[config.mk]
export PLATFORM = sky130hd
export DESIGN_NAME = spgc_global_ctrl
export DESIGN_NICKNAME = d
export VERILOG_FILES = /design/src/rtl/spgc_pkg.sv /design/src/rtl/spgc_global_ctrl.sv
export SDC_FILE = /design/constraint.sdc
export NUM_CORES = 1
export LEC_CHECK = 0
export ABC_CLOCK_PERIOD_IN_PS = 3350
export BUFFER_PORTS_ARGS = -buffer_cell sky130_fd_sc_hd__buf_2
export CAP_MARGIN = 10
export CORE_AREA = 2 2 107 83
export DETAILED_ROUTE_END_ITERATION = 6
export DIE_AREA = 0 0 109 85
export PLACE_DENSITY = 0.81
export REMOVE_ABC_BUFFERS = 1
export SLEW_MARGIN = 20
export SYNTH_ARGS = -nofsm -noshare
export SYNTH_HDL_FRONTEND = slang
export SYNTH_SLANG_ARGS = --single-unit
[constraint.sdc]
create_clock -name clk -period 3.35 [get_ports clk]
set_clock_uncertainty 0.15 [all_clocks]
set_input_delay 0.67 -clock clk [delete_from_list [all_inputs] [get_ports clk]]
set_output_delay 0.67 -clock clk [all_outputs]
set_load 0.01 [all_outputs]
[src/rtl/spgc_pkg.sv]
// package with register map, field positions, reset values and timing constants for the port-four global control bank
//
// Contract
// - bit 7 enables port-b back pressure
// - bit 6 selects half duplex when set
// - duplex reset value follows duplex strap
// - bit 5 enables full-duplex flow control
// - flow control reset follows its strap
// - bit 4 selects 10Mbps, clear 100Mbps
// - speed reset value follows speed strap
// - bit 3 replaces null VID by port VID
// - 11-bit storm limit in 64-byte blocks, default 0x4A
// - storm period 50ms at 100BT, 500ms at 10BT
// - clock-edge bit 7 picks third MAC edge
// - clock-edge bit 6 picks fourth MAC edge
package spgc_pkg;

	// register offsets
	localparam logic [7:0] SPGC_OFS_PORT_B_CTRL = 8'h06;
	localparam logic [7:0] SPGC_OFS_STORM_LOW = 8'h07;
	localparam logic [7:0] SPGC_OFS_TEST_A = 8'h08;
	localparam logic [7:0] SPGC_OFS_TEST_B = 8'h09;
	localparam logic [7:0] SPGC_OFS_TEST_C = 8'h0A;
	localparam logic [7:0] SPGC_OFS_CLK_EDGE = 8'h0B;

	// field positions in port_b_mac_control
	localparam int SPGC_BIT_BACKPRESS = 7;
	localparam int SPGC_BIT_HALF_DUPLEX = 6;
	localparam int SPGC_BIT_FLOW_CTRL = 5;
	localparam int SPGC_BIT_SPEED_10 = 4;
	localparam int SPGC_BIT_NULL_VID = 3;

	// field positions in clock_edge_and_misc_control
	localparam int SPGC_BIT_EDGE_A = 7;
	localparam int SPGC_BIT_EDGE_B = 6;
	localparam int SPGC_BIT_PHY_SAVE = 3;
	localparam int SPGC_BIT_LED_MODE = 1;
	localparam int SPGC_BIT_RD_EDGE = 0;

	// reset values
	localparam logic [2:0] SPGC_RST_STORM_HIGH = 3'h0;
	localparam logic [7:0] SPGC_RST_STORM_LOW = 8'h4A;
	localparam logic [7:0] SPGC_RST_TEST_A = 8'h00;
	localparam logic [7:0] SPGC_RST_TEST_B = 8'h4C;
	localparam logic [7:0] SPGC_RST_TEST_C = 8'h00;

	// storm period timing at 40 MHz
	localparam int SPGC_CLK_HZ = 40000000;
	localparam int SPGC_PERIOD_100_MS = 50;
	localparam int SPGC_PERIOD_10_MS = 500;
	localparam int SPGC_PERIOD_100_CYC = SPGC_CLK_HZ / 1000 * SPGC_PERIOD_100_MS;
	localparam int SPGC_PERIOD_10_CYC = SPGC_CLK_HZ / 1000 * SPGC_PERIOD_10_MS;
	localparam int SPGC_BLOCK_BYTES = 64;

	// management port write/read request
	typedef struct packed {
		logic wr;
		logic rd;
		logic [7:0] addr;
		logic [7:0] wdata;
	} spgc_req_t;

	// decoded port-b mac settings
	typedef struct packed {
		logic back_pressure;
		logic half_duplex;
		logic flow_ctrl;
		logic speed_10;
		logic null_vid_replace;
		logic edge_neg_a;
		logic edge_neg_b;
		logic phy_power_save;
		logic led_mode;
		logic read_edge;
	} spgc_cfg_t;

endpackage : spgc_pkg

[src/rtl/spgc_global_ctrl.sv]
// register bank for port-b mac control, broadcast storm limiting and rmii clock edges
`timescale 1ns/1ps
module spgc_global_ctrl #(
	parameter int PERIOD_100_CYC = spgc_pkg::SPGC_PERIOD_100_CYC,
	parameter int PERIOD_10_CYC = spgc_pkg::SPGC_PERIOD_10_CYC
) (
	// clock, reset, enable
	input wire logic clk,
	input wire logic rst_n,
	input wire logic clk_en,
	// strap pins, asynchronous to clk
	input wire logic duplex_strap_pin,
	input wire logic flow_ctrl_strap_pin,
	input wire logic speed_strap_pin,
	input wire logic led_strap_pin,
	// management port register access
	input wire spgc_pkg::spgc_req_t mgmt_req,
	output logic [7:0] mgmt_rdata,
	output logic mgmt_rvalid,
	// broadcast data from port b ingress, one pulse per received byte
	input wire logic bcast_byte,
	output logic bcast_drop,
	// decoded settings to the mac
	output spgc_pkg::spgc_cfg_t cfg
);
	import spgc_pkg::*;

	////////////////////////////////////////////////////////////////////////
	// strap synchronisers
	logic [3:0] strap_s1_reg; // first stage, read only by stage two
	logic [3:0] strap_s2_reg;
	logic [3:0] strap_s3_reg;
	logic [3:0] strap_val_reg; // filtered strap level
	logic [3:0] strap_raw;

	assign strap_raw = {led_strap_pin, speed_strap_pin, flow_ctrl_strap_pin, duplex_strap_pin};

	// three flops; a change is taken only when stages two and three agree
	always_ff @(posedge clk) begin
		if (clk_en) begin
			strap_s1_reg <= strap_raw;
			strap_s2_reg <= strap_s1_reg;
			strap_s3_reg <= strap_s2_reg;
		end
	end

	// filtered level tracks pins during reset as well, so the release loads a settled value
	always_ff @(posedge clk) begin
		if (clk_en) begin
			for (int i = 0; i < 4; i++) begin
				if (strap_s2_reg[i] == strap_s3_reg[i]) begin
					strap_val_reg[i] <= strap_s3_reg[i];
				end
			end
		end
	end

	////////////////////////////////////////////////////////////////////////
	// registers
	logic [7:0] port_b_mac_control_reg;
	logic [2:0] storm_high_reg; // bits [10:8] of the limit
	logic [7:0] storm_limit_low_reg;
	logic edge_a_reg;
	logic edge_b_reg;
	logic phy_save_reg;
	logic led_mode_reg;
	logic rd_edge_reg;
	logic wr_hit_ctrl;
	logic wr_hit_low;
	logic wr_hit_edge;

	assign wr_hit_ctrl = mgmt_req.wr && (mgmt_req.addr == SPGC_OFS_PORT_B_CTRL);
	assign wr_hit_low = mgmt_req.wr && (mgmt_req.addr == SPGC_OFS_STORM_LOW);
	assign wr_hit_edge = mgmt_req.wr && (mgmt_req.addr == SPGC_OFS_CLK_EDGE);

	// port-b control: straps give the reset value of duplex, flow control and speed
	always_ff @(posedge clk) begin
		if (clk_en) begin
			if (!rst_n) begin
				port_b_mac_control_reg <= 8'h00;
				port_b_mac_control_reg[SPGC_BIT_HALF_DUPLEX] <= strap_val_reg[0];
				port_b_mac_control_reg[SPGC_BIT_FLOW_CTRL] <= strap_val_reg[1];
				port_b_mac_control_reg[SPGC_BIT_SPEED_10] <= strap_val_reg[2];
			end else if (wr_hit_ctrl) begin
				port_b_mac_control_reg <= mgmt_req.wdata;
			end
		end
	end

	// storm high bits live in the low three bits of the control register
	assign storm_high_reg = port_b_mac_control_reg[2:0];

	// storm limit low byte
	always_ff @(posedge clk) begin
		if (clk_en) begin
			if (!rst_n) begin
				storm_limit_low_reg <= SPGC_RST_STORM_LOW;
			end else if (wr_hit_low) begin
				storm_limit_low_reg <= mgmt_req.wdata;
			end
		end
	end

	// clock-edge and misc; reserved bits are not stored and read zero
	always_ff @(posedge clk) begin
		if (clk_en) begin
			if (!rst_n) begin
				edge_a_reg <= 1'b0;
				edge_b_reg <= 1'b0;
				phy_save_reg <= 1'b0;
				led_mode_reg <= strap_val_reg[3];
				rd_edge_reg <= 1'b0;
			end else if (wr_hit_edge) begin
				edge_a_reg <= mgmt_req.wdata[SPGC_BIT_EDGE_A];
				edge_b_reg <= mgmt_req.wdata[SPGC_BIT_EDGE_B];
				phy_save_reg <= mgmt_req.wdata[SPGC_BIT_PHY_SAVE];
				led_mode_reg <= mgmt_req.wdata[SPGC_BIT_LED_MODE];
				rd_edge_reg <= mgmt_req.wdata[SPGC_BIT_RD_EDGE];
			end
		end
	end

	////////////////////////////////////////////////////////////////////////
	// read path, one cycle after the request
	logic [7:0] rdata_next;

	// unmapped offsets read zero
	always_comb begin
		rdata_next = 8'h00;
		case (mgmt_req.addr)
			SPGC_OFS_PORT_B_CTRL: begin
				rdata_next = port_b_mac_control_reg;
			end
			SPGC_OFS_STORM_LOW: begin
				rdata_next = storm_limit_low_reg;
			end
			SPGC_OFS_TEST_A: begin
				rdata_next = SPGC_RST_TEST_A;
			end
			SPGC_OFS_TEST_B: begin
				rdata_next = SPGC_RST_TEST_B;
			end
			SPGC_OFS_TEST_C: begin
				rdata_next = SPGC_RST_TEST_C;
			end
			SPGC_OFS_CLK_EDGE: begin
				rdata_next = 8'h00;
				rdata_next[SPGC_BIT_EDGE_A] = edge_a_reg;
				rdata_next[SPGC_BIT_EDGE_B] = edge_b_reg;
				rdata_next[SPGC_BIT_PHY_SAVE] = phy_save_reg;
				rdata_next[SPGC_BIT_LED_MODE] = led_mode_reg;
				rdata_next[SPGC_BIT_RD_EDGE] = rd_edge_reg;
			end
			default: begin
				rdata_next = 8'h00;
			end
		endcase
	end

	// registered read data and its valid pulse
	always_ff @(posedge clk) begin
		if (clk_en) begin
			if (!rst_n) begin
				mgmt_rdata <= 8'h00;
				mgmt_rvalid <= 1'b0;
			end else begin
				mgmt_rvalid <= mgmt_req.rd;
				if (mgmt_req.rd) begin
					mgmt_rdata <= rdata_next;
				end
			end
		end
	end

	////////////////////////////////////////////////////////////////////////
	// broadcast storm limiter
	logic [24:0] period_cnt_reg; // holds up to 500ms of cycles
	logic [24:0] period_len;
	logic period_end;
	logic [5:0] byte_cnt_reg; // bytes within the current 64-byte block
	logic [10:0] block_cnt_reg; // blocks accepted this period
	logic [10:0] storm_limit;
	logic over_limit;

	assign storm_limit = {storm_high_reg, storm_limit_low_reg};
	// period follows the port speed bit
	assign period_len = port_b_mac_control_reg[SPGC_BIT_SPEED_10] ? 25'(PERIOD_10_CYC) : 25'(PERIOD_100_CYC);
	assign period_end = (period_cnt_reg >= period_len - 25'd1);
	assign over_limit = (block_cnt_reg >= storm_limit);

	// period timer; a speed change applies its new length to the running period at once rather than waiting
	always_ff @(posedge clk) begin
		if (clk_en) begin
			if (!rst_n || period_end) begin
				period_cnt_reg <= 25'd0;
			end else begin
				period_cnt_reg <= period_cnt_reg + 25'd1;
			end
		end
	end

	// count 64-byte blocks; the period end wins over a byte arriving in the period's last cycle
	always_ff @(posedge clk) begin
		if (clk_en) begin
			if (!rst_n || period_end) begin
				byte_cnt_reg <= 6'd0;
				block_cnt_reg <= 11'd0;
			end else if (bcast_byte && !over_limit) begin
				byte_cnt_reg <= byte_cnt_reg + 6'd1;
				if (byte_cnt_reg == 6'(SPGC_BLOCK_BYTES - 1)) begin
					block_cnt_reg <= block_cnt_reg + 11'd1;
				end
			end
		end
	end

	// drop is a handshake output: combinational against the byte strobe
	assign bcast_drop = bcast_byte && over_limit;

	////////////////////////////////////////////////////////////////////////
	// decoded settings
	always_comb begin
		cfg.back_pressure = port_b_mac_control_reg[SPGC_BIT_BACKPRESS];
		cfg.half_duplex = port_b_mac_control_reg[SPGC_BIT_HALF_DUPLEX];
		cfg.flow_ctrl = port_b_mac_control_reg[SPGC_BIT_FLOW_CTRL];
		cfg.speed_10 = port_b_mac_control_reg[SPGC_BIT_SPEED_10];
		cfg.null_vid_replace = port_b_mac_control_reg[SPGC_BIT_NULL_VID];
		cfg.edge_neg_a = edge_a_reg;
		cfg.edge_neg_b = edge_b_reg;
		cfg.phy_power_save = phy_save_reg;
		cfg.led_mode = led_mode_reg;
		cfg.read_edge = rd_edge_reg;
	end

endmodule // spgc_global_ctrl

==> results of run 1 <==
-- worst paths after layout --
check	slack (ns)	startpoint	cells past startpoint	endpoint
max	0.29	block_cnt_reg[6]	6	bcast_drop
min	0.27	strap_s1_reg[3]	0	strap_s2_reg[3]
max reg2reg	0.56	port_b_mac_control_reg[4]	7	block_cnt_reg[3]
min reg2reg	0.27	strap_s1_reg[3]	0	strap_s2_reg[3]
-- metrics by stage --
step / utilization, % / hold slack (ns) / worst slack [ns] / area [um^2]
5_1_grt: 63.6 / 0.289 / 0.201 / 5240
4_1_cts: 63.6 / 0.277 / 0.294 / 5240
2_1_floorplan: - / 0.250 / 0.337 / 4560
6_report: 63.6 / 0.274 / 0.294 / 5240
3_5_place_dp: 60.5 / 0.255 / 0.566 / 4990
3_3_place_gp: 60.5 / 0.251 / 0.645 / 4990
-- cells in the final DEF (no fill, tap or decap), types with 2 or more instances in the layout --
cell / Yosys / routed
nand3b_1: 3 / 3
inv_6: 0 / 3
nor3_1: 3 / 3
and3_1: 6 / 6
nor2_1: 57 / 57
edfxtp_1: 88 / 88
bufinv_16: 0 / 3
clkbuf_8: 0 / 9
or3_1: 2 / 2
xnor2_1: 16 / 16
a21boi_0: 3 / 3
nand2_1: 20 / 20
ha_1: 24 / 24
nor4_1: 3 / 3
a22oi_1: 4 / 4
nand2b_1: 7 / 7
and2_1: 14 / 14
nand4_1: 9 / 9
inv_1: 14 / 14
buf_2: 0 / 45
nand3_1: 18 / 18
buf_4: 13 / 9
a222oi_1: 2 / 2
o31ai_1: 2 / 2
o21ai_0: 2 / 2
a21oi_1: 6 / 6
and4_1: 3 / 3
mux2_2: 5 / 5
nor2b_1: 5 / 5
a21boi_2: 2 / 2
xor2_1: 24 / 24
-- worst max-delay path, cell delays in order, from the launching register on --
cell and delay, ns:
edfxtp_1 0.48, ha_1 0.33, nand4_1 0.11, or3_1 0.39, a31o_2 0.27, a21boi_0 0.15
buf_2 0.15
-- layer usage --
layer	wire, um	vias to the layer above
li1	-	1484
met1	3880	1448
met2	4140	76
met3	417	11
met4	107	0
met5	0	-
-- cell type report --
class / count / share of cell area (%)
flip-flops and latches: 88 / 50.5
multi-input cells: 264 / 35.6
repair buffers: 54 / 5.59
inverters: 14 / 1.00
clock inverters: 7 / 2.37
well taps: 108 / 2.58
clock buffers: 9 / 2.37
-- kinds of logic (layout without fill, tap and decap cells) --
family / count (synthesis) / in the layout / synth area share [%]
and+or+nand+nor: 159 / 159 / 17.9
DFF: 88 / 88 / 56.3
xor gates and xnor gates: 40 / 40 / 7.46
AOI/OAI and AO/OA: 35 / 35 / 6.50
buffers and inverters: 33 / 84 / 4.00
adders and majority gates: 24 / 24 / 6.40
muxes: 6 / 6 / 1.41
-- where the power goes --
part | total, mW | switching [mW] | internal, mW
sequential | 1.40 | 0.0785 | 1.32
clock | 0.912 | 0.408 | 0.504
combinational | 0.311 | 0.171 | 0.140
==> results.cfg, run 1 <==
[final_layout]
fin_nets = 481
fillCellCount = 631
num_antenna_cells = 0
largest_reg_flops = 25
stdcell_count = 544
syn_to_final_growth_pct = 11.5
seqCellArea_mm2 = 0.00264
multi_input_area_mm2 = 0.00186
drive_gt1_share_pct = 20.9

[logic_synthesis]
synth_edf_count = 88
synthTopCellsByArea = edfxtp_1 (56%), ha_1 (6.4%), nor2_1 (4.6%)
ys_types = 54
avgSynthCellArea_um2 = 12.2
syn_inst = 385
ys_seq_elements = 88
yosys.area.top_type = edfxtp_1
ys_top_cells_by_count = edfxtp_1 (88), nor2_1 (57), ha_1 (24), xor2_1 (24), nand2_1 (20)
ys_seq_area_share_pct = 56.3
synthArstFlopShare_pct = 0
yosysTopAreaCellShare_pct = 56.3
yosysMostFrequentCell = edfxtp_1
netlist_area_mm2 = 0.00469
synth_ff_type = edfxtp_1
yosysWarnings = 0

[worst_setup_path]
end_kind = output pin
arrival_ns = 2.24
required_ns = 2.53
startpoint_type = flip-flop
path_class = flip-flop to output pin
cp_max_fo = 4

[grt]
antenna_found_initial = 0
grt_pass1_vias = 2968
grt_max_degree = 26
grt_use_met3_pct = 4.84
grt_overflow = 0
use_met1_pct = 25.7
grt.total_usage_pct = 19.8
grt_pass1_wl_um = 14100
grt-busiest-layer = met2
met2_usage_pct = 32.9

[sta]
min_period_ns = 3.06
tns_ns = 0
hold_viol = 0
setup_violations = 0
fin_crit_sh_pct = 91.2
slew_headroom_pct = 57.8
tightestPinTransition_ns = 0.630
rsz0062_at_grt = no
drv_slew = 0
fmax_ghz = 0.327

[run]
cap_violations = 0

[clocking]
clockRootBuffer = clkbuf_8
ctsResizeCount = 0
cts-htree-levels = 3
cts_max_path_buffers = 2
numCtsBuffers = 9
clk_pin_slew_ns = 0.09
hold_buffers = 0
postCtsSetupRepairBufs = 0
tritoncts = built
clock_sinks = 88
clk_latency_ns = 0.36

[detailed_routing]
via_per_inst = 5.55
routedWlPerCell_um = 15.7
routed-via-count = 3019
final_antenna_net_count = 0
drt_pass1_iterations = 4
route.detailed.drc = 0
drt-total-wl_um = 8550
drtIter0Drc = 168

[placement]
dp_hpwl_um = 6160
portBuffers = 45
dp_cells = 528
gp_congestion = 0.846

[floorplanning]
initial_core_util_pct = 57.0
ios = 46
die_w_um = 109
core_mm2 = 0.00824
num_rows = 29
fp.dieH_um = 85
fp.dieArea_mm2 = 0.00927

[pwr]
power.leakage_nw = 1.95
p_per_area_mw_per_mm2 = 501
vdd_ir_drop_max_mv = 0.252
finalPower_mw = 2.62

[run_status]
status = finished, final reports clean

[worst_hold_path]
hold_path.class = flip-flop to flip-flop
No activity file was read; power rests on OpenSTA's default activity.
==> run 2: changes to the inputs <==
ABC_CLOCK_PERIOD_IN_PS = 3800   (was 3350)
CORE_AREA = 2 2 102 80   (was 2 2 107 83)
DIE_AREA = 0 0 104 82   (was 0 0 109 85)
PLACE_DENSITY = 0.87   (was 0.81)
SETUP_SLACK_MARGIN = 0.5   (was default)
TNS_END_PERCENT = 30   (was default)
clock period = 3.8 ns   (was 3.35 ns; I/O delays follow)
==> results.cfg, run 2 (synthesis results as in run 1) <==
[grt]
grt.total_usage_pct = 21.4
grt_max_degree = 44
grt_pass1_wl_um = 14100
grt_overflow = 0
grt_pass1_vias = 3027
antenna_found_initial = 0

[sta]
setup_violations = 0
rsz0062_at_grt = no
min_period_ns = 3.16
slew_headroom_pct = 57.6
finalWorstSetupSlack_ns = 0.639
tightestPinTransition_ns = 0.632
hold_viol = 0
tns_ns = 0
drv_slew = 0
fmax_ghz = 0.316
fin_crit_sh_pct = 83.2

[placement]
portBuffers = 45
place_area_mm2 = 0.00495
pre_cts_ws_ns = 0.765
dp_cells = 521
dp_hpwl_um = 6070
gp_congestion = 0.849

[floorplanning]
fp.dieArea_mm2 = 0.00853
ios = 46
num_rows = 28
core_mm2 = 0.00757
die_w_um = 104
fp.dieH_um = 82
initial_core_util_pct = 62.0

[final_layout]
layout_common_cells = edfxtp_1 (88), nor2_1 (57), buf_2 (45)
drive_gt1_share_pct = 20.0
final_cell_area_mm2 = 0.00514
largest_reg_flops = 25
num_antenna_cells = 0
fin_nets = 477
stdcell_count = 536
mostFrequentLayoutCell = edfxtp_1
fin_util_pct = 68.0
syn_to_final_growth_pct = 9.57

[pwr]
vdd_ir_drop_max_mv = 0.211
p_per_area_mw_per_mm2 = 417
power.leakage_nw = 1.91

[clocking]
clk_pin_slew_ns = 0.09
clk_latency_ns = 0.36
clockRootBuffer = clkbuf_8
postCtsSetupRepairBufs = 0
cts_max_path_buffers = 2
numCtsBuffers = 9
hold_buffers = 0
tritoncts = built
ctsResizeCount = 0
clock_sinks = 88
cts-htree-levels = 3

[detailed_routing]
via_per_inst = 5.66
final_antenna_net_count = 0
drtIter0Drc = 267
route.detailed.drc = 0
drt-total-wl_um = 8440
routed-via-count = 3033
routedWlPerCell_um = 15.7
drt_pass1_iterations = 4

[worst_setup_path]
crit_slowest_cell = edfxtp_1
path_class = flip-flop to output pin
arrival_ns = 2.25
cp_max_fo = 6
required_ns = 2.89
startpoint_type = flip-flop
worst_r2r_path_depth = 8
path_cells = inv_1 -> ha_1 -> nand2b_1 -> a211oi_1 -> or3_1 -> a31o_2 -> a21boi_0 -> buf_2
end_kind = output pin
crit_path_max_incr_delay_ns = 0.48

[worst_hold_path]
hold_path.class = flip-flop to flip-flop
whs_path_depth = 0

[run]
cap_violations = 0

[run_status]
status = finished, final reports clean
## run 2: area by class of cell
cell class                 instances  area (um^2)
sequential                        88         2640
fill                             548         2420
multi-input combinational        264         1860
timing repair buffer              50          263
tap                              105          131
clock buffer                       9          124
clock inverter                     6         66.3
inverter                          14         52.6
## run 2: worst paths after layout
kind	startpoint	to	slack, ns
setup / recovery	block_cnt_reg[0]	bcast_drop	0.64
hold / removal	strap_s1_reg[0]	strap_s2_reg[0]	0.27
setup reg to reg	port_b_mac_control_reg[4]	byte_cnt_reg[1]	0.76
hold reg to reg	strap_s1_reg[0]	strap_s2_reg[0]	0.27
## run 2: through the flow
| step | hold WS (ns) | power [mW] |
|---|---|---|
| after floorplan | 0.250 | 1.42 |
| after global placement | 0.251 | 1.50 |
| after detailed placement | 0.256 | 1.52 |
| after CTS | 0.278 | 2.16 |
| after global routing | 0.282 | 2.24 |
| final | 0.275 | 2.15 |
## run 2: metal layers
layer  routed length [um]  GRT usage [%]
met5                    0              0
met4                  123           7.57
met3                  494           5.40
met2                 4070           36.2
met1                 3760           27.4
## run 2: power by group
part	total, mW	leakage, nW	internal, mW	switching [mW]
sequential	1.23	0.864	1.17	0.0684
combinational	0.271	0.943	0.119	0.152
clock	0.642	0.100	0.305	0.336
## run 2: worst max-delay path: cells and delay by family, from the launching register on
kind	cells	cell delay, ns
adders and majority gates	1	0.27
buffers and inverters	2	0.24
AOI/OAI and AO/OA	3	0.51
DFF	1	0.48
and+or+nand+nor	2	0.41
